File: src/design/sleep_gate_params.svh
/*
  offsets, field positions, reset values and counts for the port clock gate block.
  assumes inclusion by bare name from design and bench files.
*/
`ifndef SLEEP_GATE_PARAMS_SVH
`define SLEEP_GATE_PARAMS_SVH

`define SG_NUM_PORTS         5
`define SG_OFF_RUN_GATE      12'h108
`define SG_OFF_SLEEP_GATE    12'h118
`define SG_OFF_DEEP_GATE     12'h128
`define SG_OFF_RUN_CFG       12'h060
`define SG_OFF_IRQ_STATUS    12'h200
`define SG_OFF_IRQ_MASK      12'h204
`define SG_OFF_POWER_STATE   12'h208
`define SG_BIT_AUTO_GATE     11
`define SG_GATE_RESET        32'h00000000
`define SG_CFG_RESET         32'h00000000
`define SG_IRQ_FAULT_BIT     0
`define SG_IRQ_SLEEP_BIT     1
`define SG_IRQ_WAKE_BIT      2
`define SG_IRQ_WIDTH         3

`endif

File: src/design/sleep_gate_pkg.sv
/*
  types for the port clock gate block.
  assumes nothing of its surroundings.
*/
package sleep_gate_pkg;
  typedef enum logic [1:0] {
    mode_run,
    mode_sleep,
    mode_deep_sleep
  } power_mode_t;
endpackage

File: src/design/port_gate_select.sv
/*
  per-port gate selection: picks the enable set for the present power mode while auto_gate is set, else the run set.
  assumes registered inputs from the register file in the same clock domain.
*/
`timescale 1ns/100ps
`include "sleep_gate_params.svh"

module port_gate_select #(
  parameter int NUM_PORTS = `SG_NUM_PORTS
) (
  input  wire logic                       core_clk,
  input  wire logic                       rst,
  input  wire sleep_gate_pkg::power_mode_t mode,
  input  wire logic                       auto_gate,
  input  wire logic [NUM_PORTS-1:0]       run_gate,
  input  wire logic [NUM_PORTS-1:0]       sleep_gate,
  input  wire logic [NUM_PORTS-1:0]       deep_gate,
  output      logic [NUM_PORTS-1:0]       port_en
);
  import sleep_gate_pkg::*;

  logic [NUM_PORTS-1:0] next_port_en;

  // one selector per port
  for (genvar i = 0; i < NUM_PORTS; i++) begin : g_port
    always_comb begin
      next_port_en[i] = run_gate[i];
      if (auto_gate) begin
        if (mode == mode_sleep) begin
          next_port_en[i] = sleep_gate[i];
        end else if (mode == mode_deep_sleep) begin
          next_port_en[i] = deep_gate[i];
        end
      end
    end
  end

  always_ff @(posedge core_clk) begin
    if (rst) begin
      port_en <= '0;
    end else begin
      port_en <= next_port_en;
    end
  end

  a_sleep_select: assert property (@(posedge core_clk) disable iff (rst)
    (auto_gate && mode == mode_sleep) |=> port_en == $past(sleep_gate))
    else $error("sleep gate not applied in sleep");
  a_no_auto_run: assert property (@(posedge core_clk) disable iff (rst)
    !auto_gate |=> port_en == $past(run_gate))
    else $error("run gate not kept without auto gating");
endmodule // port_gate_select

File: src/design/sleep_port_clock_gating.sv
/*
  port clock gating control with apb register slave, per-port clock enables
  and bus fault detection for accesses to gated ports.
  assumes apb master on core_clk; sleep and deep_sleep levels synchronous.
*/
// Notes on behaviour
// - each enable bit lets its port run when one and stops and disables it when zero.
// - an access to a port whose clock is gated off gets a bus fault instead of completing.
// - all gating enable bits are zero after reset, so every port starts unclocked.
// - bits 4 down to 0 gate the fifth down to the first port in order.
// - bits 31 to 5 read zero and ignore writes; software keeps them across read-modify-write.
// - run gating applies while running, sleep gating in sleep, deep-sleep gating in deep sleep.
// - sleep and deep-sleep gating act only while the automatic gate select bit is set.
`timescale 1ns/100ps
`include "sleep_gate_params.svh"

module sleep_port_clock_gating #(
  parameter int NUM_PORTS = `SG_NUM_PORTS
) (
  input  wire logic                        core_clk,
  input  wire logic                        rst,
  input  wire logic                        psel,
  input  wire logic                        penable,
  input  wire logic                        pwrite,
  input  wire logic [11:0]                 paddr,
  input  wire logic [31:0]                 pwdata,
  output      logic [31:0]                 prdata,
  output      logic                        pready,
  output      logic                        pslverr,
  input  wire logic                        sleep_req,
  input  wire logic                        deep_sleep_req,
  input  wire logic                        port_access,
  input  wire logic [2:0]                  port_access_sel,
  output      logic                        port_bus_fault,
  output      logic [NUM_PORTS-1:0]        port_clock_en,
  output      logic                        irq
);
  import sleep_gate_pkg::*;

  // port index is three bits wide, so at most eight ports
  if (NUM_PORTS < 1 || NUM_PORTS > 8) begin : g_bad_ports
    $error("NUM_PORTS must be 1 to 8");
  end

  // register state
  logic [NUM_PORTS-1:0]     run_port_clock_gate;
  logic [NUM_PORTS-1:0]     sleep_port_clock_gate;
  logic [NUM_PORTS-1:0]     deep_sleep_port_clock_gate;
  logic                     auto_clock_gate_select;
  logic [`SG_IRQ_WIDTH-1:0] irq_status;
  logic [`SG_IRQ_WIDTH-1:0] irq_mask;
  power_mode_t              mode;
  logic [NUM_PORTS-1:0]     next_run;
  logic [NUM_PORTS-1:0]     next_sleep;
  logic [NUM_PORTS-1:0]     next_deep;
  logic                     next_auto;
  logic [`SG_IRQ_WIDTH-1:0] next_status;
  logic [`SG_IRQ_WIDTH-1:0] next_mask;
  power_mode_t              next_mode;
  logic [31:0]              next_prdata;
  logic                     next_pready;
  logic                     next_pslverr;
  logic                     next_fault;
  logic                     next_irq;
  logic [NUM_PORTS-1:0]     gate_en;
  logic                     wr_acc;
  logic                     rd_acc;
  logic                     sel_valid;
  logic                     sel_gated;
  logic [`SG_IRQ_WIDTH-1:0] events;

  port_gate_select #(
    .NUM_PORTS (NUM_PORTS)
  ) u_select (
    .core_clk   (core_clk),
    .rst        (rst),
    .mode       (mode),
    .auto_gate  (auto_clock_gate_select),
    .run_gate   (run_port_clock_gate),
    .sleep_gate (sleep_port_clock_gate),
    .deep_gate  (deep_sleep_port_clock_gate),
    .port_en    (gate_en)
  );

  // apb: one-cycle setup then access phase answered one cycle later by registered pready
  assign wr_acc = psel && penable && !pready && pwrite;
  assign rd_acc = psel && penable && !pready && !pwrite;

  assign sel_valid = 32'(port_access_sel) < 32'(NUM_PORTS);
  assign sel_gated = port_access && (!sel_valid || !gate_en[port_access_sel[2:0]]);

  always_comb begin
    next_mode = mode_run;
    if (deep_sleep_req) begin
      next_mode = mode_deep_sleep;
    end else if (sleep_req) begin
      next_mode = mode_sleep;
    end
  end

  assign events[`SG_IRQ_FAULT_BIT] = sel_gated;
  assign events[`SG_IRQ_SLEEP_BIT] = next_mode != mode_run && mode == mode_run;
  assign events[`SG_IRQ_WAKE_BIT]  = next_mode == mode_run && mode != mode_run;

  always_comb begin
    next_run     = run_port_clock_gate;
    next_sleep   = sleep_port_clock_gate;
    next_deep    = deep_sleep_port_clock_gate;
    next_auto    = auto_clock_gate_select;
    next_mask    = irq_mask;
    next_status  = irq_status;
    next_prdata  = prdata;
    next_pready  = 1'b0;
    next_pslverr = 1'b0;
    if (psel && penable && !pready) begin
      next_pready = 1'b1;
      next_prdata = 32'h00000000;
    end
    if (wr_acc) begin
      unique case (paddr)
        `SG_OFF_RUN_GATE:   next_run   = pwdata[NUM_PORTS-1:0];
        `SG_OFF_SLEEP_GATE: next_sleep = pwdata[NUM_PORTS-1:0];
        `SG_OFF_DEEP_GATE:  next_deep  = pwdata[NUM_PORTS-1:0];
        `SG_OFF_RUN_CFG:    next_auto  = pwdata[`SG_BIT_AUTO_GATE];
        `SG_OFF_IRQ_MASK:   next_mask  = pwdata[`SG_IRQ_WIDTH-1:0];
        `SG_OFF_IRQ_STATUS,
        `SG_OFF_POWER_STATE: ;
        default:            next_pslverr = 1'b1;
      endcase
    end
    if (rd_acc) begin
      unique case (paddr)
        `SG_OFF_RUN_GATE:   next_prdata[NUM_PORTS-1:0] = run_port_clock_gate;
        `SG_OFF_SLEEP_GATE: next_prdata[NUM_PORTS-1:0] = sleep_port_clock_gate;
        `SG_OFF_DEEP_GATE:  next_prdata[NUM_PORTS-1:0] = deep_sleep_port_clock_gate;
        `SG_OFF_RUN_CFG:    next_prdata[`SG_BIT_AUTO_GATE] = auto_clock_gate_select;
        `SG_OFF_IRQ_MASK:   next_prdata[`SG_IRQ_WIDTH-1:0] = irq_mask;
        `SG_OFF_IRQ_STATUS: begin
          next_prdata[`SG_IRQ_WIDTH-1:0] = irq_status;
          next_status = '0;
        end
        `SG_OFF_POWER_STATE: next_prdata[NUM_PORTS+1:0] = {2'(mode), gate_en};
        default:            next_pslverr = 1'b1;
      endcase
    end
    // set wins over read clear
    next_status = next_status | events;
    next_fault  = sel_gated;
    next_irq    = |(next_status & next_mask);
  end

  always_ff @(posedge core_clk) begin
    if (rst) begin
      run_port_clock_gate        <= NUM_PORTS'(`SG_GATE_RESET);
      sleep_port_clock_gate      <= NUM_PORTS'(`SG_GATE_RESET);
      deep_sleep_port_clock_gate <= NUM_PORTS'(`SG_GATE_RESET);
      auto_clock_gate_select     <= 1'b0;
      irq_status                 <= '0;
      irq_mask                   <= '0;
      mode                       <= mode_run;
      prdata                     <= 32'h00000000;
      pready                     <= 1'b0;
      pslverr                    <= 1'b0;
      port_bus_fault             <= 1'b0;
      port_clock_en              <= '0;
      irq                        <= 1'b0;
    end else begin
      run_port_clock_gate        <= next_run;
      sleep_port_clock_gate      <= next_sleep;
      deep_sleep_port_clock_gate <= next_deep;
      auto_clock_gate_select     <= next_auto;
      irq_status                 <= next_status;
      irq_mask                   <= next_mask;
      mode                       <= next_mode;
      prdata                     <= next_prdata;
      pready                     <= next_pready;
      pslverr                    <= next_pslverr;
      port_bus_fault             <= next_fault;
      port_clock_en              <= gate_en;
      irq                        <= next_irq;
    end
  end

  // port fault checks
  a_fault_on_gated: assert property (@(posedge core_clk) disable iff (rst)
    (port_access && {1'b0, port_access_sel} < 4'(NUM_PORTS) && !gate_en[port_access_sel])
    |=> port_bus_fault)
    else $error("no bus fault for gated port access");

  a_no_fault_open: assert property (@(posedge core_clk) disable iff (rst)
    (port_access && {1'b0, port_access_sel} < 4'(NUM_PORTS) && gate_en[port_access_sel])
    |=> !port_bus_fault)
    else $error("bus fault on clocked port");

  a_fault_cleared: assert property (@(posedge core_clk) disable iff (rst)
    !port_access |=> !port_bus_fault)
    else $error("bus fault without port access");

  // reset state
  a_reset_zero: assert property (@(posedge core_clk)
    rst |=> (sleep_port_clock_gate == '0 && port_clock_en == '0))
    else $error("gate not zero after reset");

  a_reset_all: assert property (@(posedge core_clk)
    rst |=> (run_port_clock_gate == '0 && deep_sleep_port_clock_gate == '0 && gate_en == '0))
    else $error("gating state not zero after reset");

  a_reset_outputs: assert property (@(posedge core_clk)
    rst |=> (!pready && !pslverr && !port_bus_fault && !irq && prdata == '0))
    else $error("outputs not idle after reset");

  // clock enable pipe, register writes and reads
  a_clock_en_pipe: assert property (@(posedge core_clk) disable iff (rst)
    1'b1 |=> port_clock_en == $past(gate_en))
    else $error("port clock enable does not follow selection");

  a_sleep_write: assert property (@(posedge core_clk) disable iff (rst)
    (wr_acc && paddr == `SG_OFF_SLEEP_GATE)
    |=> sleep_port_clock_gate == $past(pwdata[NUM_PORTS-1:0]))
    else $error("sleep gate write lost");

  a_run_write: assert property (@(posedge core_clk) disable iff (rst)
    (wr_acc && paddr == `SG_OFF_RUN_GATE)
    |=> run_port_clock_gate == $past(pwdata[NUM_PORTS-1:0]))
    else $error("run gate write lost");

  a_deep_write: assert property (@(posedge core_clk) disable iff (rst)
    (wr_acc && paddr == `SG_OFF_DEEP_GATE)
    |=> deep_sleep_port_clock_gate == $past(pwdata[NUM_PORTS-1:0]))
    else $error("deep sleep gate write lost");

  a_sleep_hold: assert property (@(posedge core_clk) disable iff (rst)
    !(wr_acc && paddr == `SG_OFF_SLEEP_GATE) |=> $stable(sleep_port_clock_gate))
    else $error("sleep gate changed without a write");

  a_sleep_read: assert property (@(posedge core_clk) disable iff (rst)
    (rd_acc && paddr == `SG_OFF_SLEEP_GATE)
    |=> prdata[NUM_PORTS-1:0] == $past(sleep_port_clock_gate))
    else $error("sleep gate read wrong");

  a_reserved_zero: assert property (@(posedge core_clk) disable iff (rst)
    (rd_acc && (paddr == `SG_OFF_SLEEP_GATE || paddr == `SG_OFF_RUN_GATE
      || paddr == `SG_OFF_DEEP_GATE)) |=> prdata[31:NUM_PORTS] == '0)
    else $error("reserved bits read nonzero");

  // mode selection
  a_clock_follow: assert property (@(posedge core_clk) disable iff (rst)
    (auto_clock_gate_select && mode == mode_sleep && $stable(sleep_port_clock_gate))
    ##1 $stable(mode) && $stable(auto_clock_gate_select)
    |=> port_clock_en == $past(sleep_port_clock_gate, 2))
    else $error("port clocks do not follow sleep gate");

  a_deep_select: assert property (@(posedge core_clk) disable iff (rst)
    (auto_clock_gate_select && mode == mode_deep_sleep)
    |=> gate_en == $past(deep_sleep_port_clock_gate))
    else $error("deep sleep gate not applied");

  a_run_select: assert property (@(posedge core_clk) disable iff (rst)
    (mode == mode_run) |=> gate_en == $past(run_port_clock_gate))
    else $error("run gate not applied while running");

  a_sleep_mode: assert property (@(posedge core_clk) disable iff (rst)
    (sleep_req && !deep_sleep_req) |=> mode == mode_sleep)
    else $error("sleep mode not entered");

  a_deep_wins: assert property (@(posedge core_clk) disable iff (rst)
    deep_sleep_req |=> mode == mode_deep_sleep)
    else $error("deep sleep mode not entered");

  a_auto_needed: assert property (@(posedge core_clk) disable iff (rst)
    (!auto_clock_gate_select && mode == mode_sleep)
    |=> gate_en == $past(run_port_clock_gate))
    else $error("sleep gate active without auto select");

  a_auto_write: assert property (@(posedge core_clk) disable iff (rst)
    (wr_acc && paddr == `SG_OFF_RUN_CFG)
    |=> auto_clock_gate_select == $past(pwdata[`SG_BIT_AUTO_GATE]))
    else $error("auto gate select write lost");

  a_power_read: assert property (@(posedge core_clk) disable iff (rst)
    (rd_acc && paddr == `SG_OFF_POWER_STATE)
    |=> (prdata[NUM_PORTS-1:0] == $past(gate_en)
      && prdata[NUM_PORTS+1:NUM_PORTS] == $past(mode)
      && prdata[31:NUM_PORTS+2] == '0))
    else $error("power state read wrong");

  // bus answer
  a_apb_answer: assert property (@(posedge core_clk) disable iff (rst)
    (psel && penable && !pready) |=> pready ##1 !pready)
    else $error("apb answer not one cycle");

  a_pslverr_unmapped: assert property (@(posedge core_clk) disable iff (rst)
    (psel && penable && !pready && !(paddr inside {`SG_OFF_RUN_GATE, `SG_OFF_SLEEP_GATE,
      `SG_OFF_DEEP_GATE, `SG_OFF_RUN_CFG, `SG_OFF_IRQ_STATUS, `SG_OFF_IRQ_MASK,
      `SG_OFF_POWER_STATE})) |=> (pready && pslverr))
    else $error("no error for unmapped address");

  a_pslverr_mapped: assert property (@(posedge core_clk) disable iff (rst)
    (psel && penable && !pready && (paddr inside {`SG_OFF_RUN_GATE, `SG_OFF_SLEEP_GATE,
      `SG_OFF_DEEP_GATE, `SG_OFF_RUN_CFG, `SG_OFF_IRQ_STATUS, `SG_OFF_IRQ_MASK,
      `SG_OFF_POWER_STATE})) |=> (pready && !pslverr))
    else $error("error on mapped address");

  a_pslverr_alone: assert property (@(posedge core_clk) disable iff (rst)
    pslverr |-> pready)
    else $error("error response without ready");

  // interrupt status
  a_mask_write: assert property (@(posedge core_clk) disable iff (rst)
    (wr_acc && paddr == `SG_OFF_IRQ_MASK)
    |=> irq_mask == $past(pwdata[`SG_IRQ_WIDTH-1:0]))
    else $error("interrupt mask write lost");

  a_status_clear: assert property (@(posedge core_clk) disable iff (rst)
    (rd_acc && paddr == `SG_OFF_IRQ_STATUS && events == '0) |=> irq_status == '0)
    else $error("status not cleared by read");

  a_set_wins: assert property (@(posedge core_clk) disable iff (rst)
    (events != '0) |=> (irq_status & $past(events)) == $past(events))
    else $error("event lost in status");

  a_irq_level: assert property (@(posedge core_clk) disable iff (rst)
    irq == |(irq_status & irq_mask))
    else $error("interrupt level wrong");

  c_sleep_entry: cover property (@(posedge core_clk) disable iff (rst)
    auto_clock_gate_select && mode == mode_sleep && port_clock_en != '0);
  c_fault_seen: cover property (@(posedge core_clk) disable iff (rst) port_bus_fault);
  c_irq_raised: cover property (@(posedge core_clk) disable iff (rst) $rose(irq));
  c_deep_sleep: cover property (@(posedge core_clk) disable iff (rst)
    auto_clock_gate_select && mode == mode_deep_sleep);
  c_power_read: cover property (@(posedge core_clk) disable iff (rst)
    rd_acc && paddr == `SG_OFF_POWER_STATE && mode == mode_deep_sleep);
endmodule // sleep_port_clock_gating

File: config.mk
export PLATFORM = sky130hd
export DESIGN_NAME = sleep_port_clock_gating
export DESIGN_NICKNAME = d
export VERILOG_FILES = /design/src/design/sleep_gate_pkg.sv /design/src/design/port_gate_select.sv /design/src/design/sleep_port_clock_gating.sv
export VERILOG_INCLUDE_DIRS = /design/src /design/src/design
export SDC_FILE = /design/constraint.sdc
export NUM_CORES = 1
export LEC_CHECK = 0
export BUFFER_PORTS_ARGS = -buffer_cell sky130_fd_sc_hd__buf_2
export CAP_MARGIN = 20
export CORE_AREA = 2 2 85 87
export DETAILED_ROUTE_END_ITERATION = 8
export DIE_AREA = 0 0 87 89
export PLACE_DENSITY = 0.64
export SLEW_MARGIN = 20
export SYNTH_ARGS = -nofsm -noshare
export SYNTH_HDL_FRONTEND = slang
export SYNTH_SLANG_ARGS = --single-unit
File: constraint.sdc
create_clock -name core_clk -period 2 [get_ports core_clk]
set_input_delay 0.4 -clock core_clk [delete_from_list [all_inputs] [get_ports core_clk]]
set_output_delay 0.4 -clock core_clk [all_outputs]
set_load 0.05 [all_outputs]
After elaboration in Yosys (flattened, before gate mapping)

Index checks and enable logic that the tools add are counted.

$lt $le $gt $ge: 2
Equal/unequal tests: 9
Muxes and demuxes: 35
Bitwise operators: 2
Reductions and logical operators: 22

Operator list:

| cell                 | count |
|---|---|
| $eq 12x10->1 const B | 3 |
| $eq 12x9->1 const B  | 3 |
| $mux 1               | 24 |
| $pmux 3 s6           | 1 |
| $eq 12x7->1 const B  | 1 |
| $mux 12              | 1 |
| $mux 3               | 4 |
| $pmux 2 s4           | 1 |
| $reduce_and 2->1     | 4 |
| $logic_and 1x1->1    | 7 |
| $mux 7               | 1 |
| $reduce_or 7->1      | 1 |
| $logic_not 1->1      | 4 |
| $logic_not 2->1      | 2 |
| $lt 3x4->1 const B   | 1 |
| $mux 2               | 2 |
| $reduce_bool 2->1    | 2 |
| $and 3x3->3          | 1 |
| $bmux 1 s3           | 1 |
| $lt 3x3->1 const B   | 1 |
| $or 3x3->3           | 1 |
| $reduce_or 3->1      | 1 |
| $eq 2x1->1 const B   | 1 |
| $eq 2x2->1 const B   | 1 |
| $logic_or 1x1->1     | 1 |

Register bits: 46
Input port bits: 55
Output and inout port bits: 41
Word-level logic and storage cells: 84

Logic depth before layout (Yosys ltp)

Word-level depth: 8
Depth in mapped cells: 7
Gate-level depth less buffers: 5

Hierarchy

A second synthesis with hierarchy kept.

Cells, all modules: 261
Area total of the unflattened synthesis: 2307.2 sq um

Modules (own cells, without submodules):

| module                  | times used | cells an instance | area an instance (sq um) | seq. area each (sq um) |
|---|---|---|---|---|
| sleep_port_clock_gating | 1          | 237               | 2078.2                   | 820.8 |
| port_gate_select        | 1          | 24                | 229.0                    | 100.1 |

Worst setup path before layout

Ideal clock, no wire load.

Path kind: input port to flip-flop
Start point: in paddr[1]
End point: reg irq
Setup time: 0.087 ns
Arrival time: 1.611 ns
Required time: 1.913 ns
Slack: 0.302 ns
Stages on the path: 5
Path buffers: 0
Cells stage by stage: nor4_1 -> and4b_1 -> nand3_1 -> mux2i_1 -> o31ai_1

Longest elaborated chain between the ends: 6
Elaborated cells on any way between the ends: 9
Those cells by class: eq/ne (2); mux (4); bitwise (2); reduce/logical (1)

RTL lines:

| element              | RTL line                       | source |
|---|---|---|
| start, declared      | sleep_port_clock_gating.sv:25  | `input wire logic [11:0] paddr,` |
| $eq 12x10->1         | sleep_port_clock_gating.sv:132 | `unique case (paddr)` |
| $mux 3               | sleep_port_clock_gating.sv:132 |  |
| $mux 3               | sleep_port_clock_gating.sv:131 | `if (rd_acc) begin` |
| $or 3x3->3           | sleep_port_clock_gating.sv:147 | `next_status = next_status \| events;` |
| $and 3x3->3 *        | sleep_port_clock_gating.sv:149 | `next_irq = \|(next_status & next_mask);` |
| $reduce_or 3->1 *    | sleep_port_clock_gating.sv:149 |  |
| end signal, assigned | sleep_port_clock_gating.sv:180 | `irq <= next_irq;` |
| end, declared        | sleep_port_clock_gating.sv:36  | `output logic irq` |

Mark *: on every way between the ends. The rest lies on a longest branch, timed or not.
A chain may end at the register's enable or synchronous reset.

Final worst setup path

Start point: reg u_select.port_en[3]
End point: reg irq

Longest elaborated chain between the ends: 8

RTL lines:

| element                      | RTL line                       | source |
|---|---|---|
| start, declared              | port_gate_select.sv:18         | `output logic [NUM_PORTS-1:0] port_en` |
| start signal, assigned       | port_gate_select.sv:42         | `port_en <= next_port_en;` |
| $bmux 1 s3                   | sleep_port_clock_gating.sv:90  | `assign sel_gated = port_access && (!sel_valid \|\| !gate_en[port_access_sel[2:0]]);` |
| $mux 1 (implied by the code) | sleep_port_clock_gating.sv:90  |  |
| $logic_not 1->1              | sleep_port_clock_gating.sv:90  |  |
| $logic_or 1x1->1             | sleep_port_clock_gating.sv:90  |  |
| $logic_and 1x1->1            | sleep_port_clock_gating.sv:90  |  |
| $or 3x3->3                   | sleep_port_clock_gating.sv:147 |  |
| $and 3x3->3                  | sleep_port_clock_gating.sv:149 |  |
| $reduce_or 3->1              | sleep_port_clock_gating.sv:149 |  |

No other way between the ends. The select of a mux whose other input is x is not followed.

==> results.sh <==
export IMPL_outcome="finished, final reports clean"
export IMPL_dp_hpwl_microns=4220
export IMPL_root_buffer="clkbuf_8"
export IMPL_final_cell_mix="dfxtp_1 (46), buf_2 (45), nor2_1 (40), conb_1 (24), mux2i_1 (22)"
export IMPL_dp_cells=375
export IMPL_postRouteAntennaNets=0
export IMPL_synthToLayoutAreaGrowth_pct=13.5
export IMPL_ys_ff_latch=46
export IMPL_gp_congestion=0.816
export IMPL_max_cap_violations=0
export IMPL_cts_buffer_depth=2
export IMPL_drt_wl_total_microns=5250
export IMPL_gr_total_overflow=0
export IMPL_start_util_pct=34.5
export IMPL_die_area_sq_mm=0.00774
export IMPL_switchingPower_mw=0.481
export IMPL_critPathKind="reg2reg"
export IMPL_worst_slew_pin_slew_ns=0.642
export IMPL_relSlewSlack_pct=56.8
export IMPL_post_cts_resized=0
export IMPL_rsz0062_at_grt="false"
export IMPL_cts_tree="built"
export IMPL_cts_buffers_inserted=5
export IMPL_critPathRequiredTime_ns=2.20
export IMPL_core_region_area_sq_mm=0.00672
export IMPL_synth_edf_count=0
export IMPL_grt_use_total_pct=13.9
export IMPL_cts_sinks=46
export IMPL_grt_max_degree=21
export IMPL_power_mw=1.73
export IMPL_synth_area_leader_cell="dfxtp_1"
export IMPL_dieHeight_microns=89
export IMPL_antenna_diode_count=0
export IMPL_hold_viol_final=0
export IMPL_ctsHoldBuffers=0
export IMPL_num_nets_final=357
export IMPL_vias=1910
export IMPL_drt_pass1_iterations=4
export IMPL_fin_util_pct=39.2
export IMPL_drt_iter0_markers=145
export IMPL_synth_async_sr_flop_share_pct=0
export IMPL_critPathMaxFanout=3
export IMPL_endpoint_kind="flip-flop"
export IMPL_ir_drop_uv=227
export IMPL_via_per_inst=5.01
export IMPL_mostFrequentLayoutCell="dfxtp_1"
export IMPL_htreeDepth=2
export IMPL_synth_top_area_share_pct=39.7
export IMPL_drive_gt1_share_pct=23.6
export IMPL_stdcell_area_sq_mm=0.00263
export IMPL_arrival_ns=1.90
export IMPL_preCtsSetupSlack_ns=0.0949
export IMPL_syn_avg_cell_area_sq_um=9.21
export IMPL_p_leak_nw=1.18
export IMPL_die_w_microns=87
export IMPL_whs_ns=0.310
export IMPL_fin_cells=381
export IMPL_start_kind="flip-flop"
export IMPL_drc_errors=0
export IMPL_combPwrFrac_pct=14.5
export IMPL_synth_cells=252
export IMPL_fin_crit_sh_pct=84.6
export IMPL_power_density_mw_per_mm2=658
export IMPL_pwr_share_clk_pct=31.8
export IMPL_clk_pin_slew_worst_paths_ns=0.08
export IMPL_post_synth_instance_area_sq_mm=0.00232
export IMPL_synth_area_top_cells="dfxtp_1 (40%), mux2i_1 (9.5%), buf_4 (8.1%)"
export IMPL_ys_seq_area_share_pct=39.7
export IMPL_clock_skew_final_ns=0.00730
export IMPL_setup_viol=0
export IMPL_power_frac_seq_pct=53.7
export IMPL_yosysUniqueCellTypes=43
export IMPL_p_int_mw=1.25
export IMPL_finalSetupTns_ns=0
export IMPL_std_cell_rows=30
export IMPL_synth_ff_type="dfxtp_1"
export IMPL_hp_class="in2reg"
export IMPL_grt_pass1_wl_microns=8290
export IMPL_timing_final_crit_period_ns=1.69
export IMPL_placed_area_sq_mm=0.00255
export IMPL_port_buffers=45
export IMPL_antenna_found_initial=0
export IMPL_clk_latency_ns=0.30
export IMPL_cts_setup_buffers=0
export IMPL_yosysWarnings=0
export IMPL_wire_per_inst_microns=13.8
export IMPL_maxSlewViolCount=0
export IMPL_layout_setup_ws_ns=0.308
export IMPL_io_pin_count=96
export IMPL_fmax_mhz=591
export IMPL_swShare_pct=27.8
export IMPL_grt_pass1_vias=1728
sequential cells by signal (all words and copies together) (netlist names):
signal and flops:
deep_sleep_port_clock_gate 5, pready 1, port_bus_fault 1, sleep_port_clock_gate 5
irq_status 3, auto_clock_gate_select 1, irq_mask 3, u_select.port_en 5
port_clock_en 5, run_port_clock_gate 5, pslverr 1, mode 2
irq 1, prdata 8
final timing paths:
kind / start / end / slack, ns / depth (start not counted)
hold / removal: deep_sleep_req / mode[0]$_SDFF_PP0_ / 0.31 / 2
hold reg to reg: prdata[6]$_SDFF_PP0_ / prdata[6]$_SDFF_PP0_ / 0.46 / 2
setup reg to reg: u_select.port_en[3]$_SDFF_PP0_ / irq$_SDFF_PP0_ / 0.31 / 5
setup / recovery: u_select.port_en[3]$_SDFF_PP0_ / irq$_SDFF_PP0_ / 0.31 / 5
power by group through the flow:
stage	combinational [mW]	clock, mW	sequential [mW]
finish	0.250	0.550	0.930
global route	0.269	0.601	0.932
CTS	0.250	0.567	0.930
detailed placement	0.249	0	0.952
global placement	0.247	0	0.952
floorplan	0.212	0	0.960
cell type report:
cell class | instances | area (sq um)
multi-input combinational | 188 | 1210
inverter | 8 | 30.0
sequential | 46 | 921
timing repair buffer | 53 | 285
clock buffer | 6 | 82.6
fill | 680 | 4090
tap | 80 | 100
layer usage:
metal	part of all wire (%)	wire length (microns)	GRT usage, %
met1	47	2460	18.3
met2	45	2370	21.8
met3	5.7	298	3.23
met4	2.3	120	5.97
met5	0	0	0
cells by family after synthesis:
logic type             count (synthesis)  share of synthesized area, %
multiplexers                          23                          10.5
flip-flops                            46                          39.7
AND/OR/NAND/NOR                       94                          23.4
other                                  1                         0.162
buffers and inverters                 41                          11.7
AO/OA/AOI/OAI                         47                          14.6
worst max-delay path, stage by stage, from the launching register on:
cell and delay [ns]:
dfxtp_1 0.35, mux4_2 0.51, a2111oi_4 0.37, a31oi_1 0.10, o22a_1 0.21, o31ai_1 0.06
Yosys cell counts (all sizes together) (5+ instances only):
| cell | instances |
|---|---|
| nor2b | 7 |
| nand2 | 9 |
| a22oi | 5 |
| buf | 29 |
| o21ai | 8 |
| nand3 | 9 |
| o22ai | 8 |
| dfxtp | 46 |
| inv | 8 |
| a211oi | 11 |
| nor2 | 40 |
| nor4b | 6 |
| mux2i | 22 |
Power figures use the tool's default switching activity.
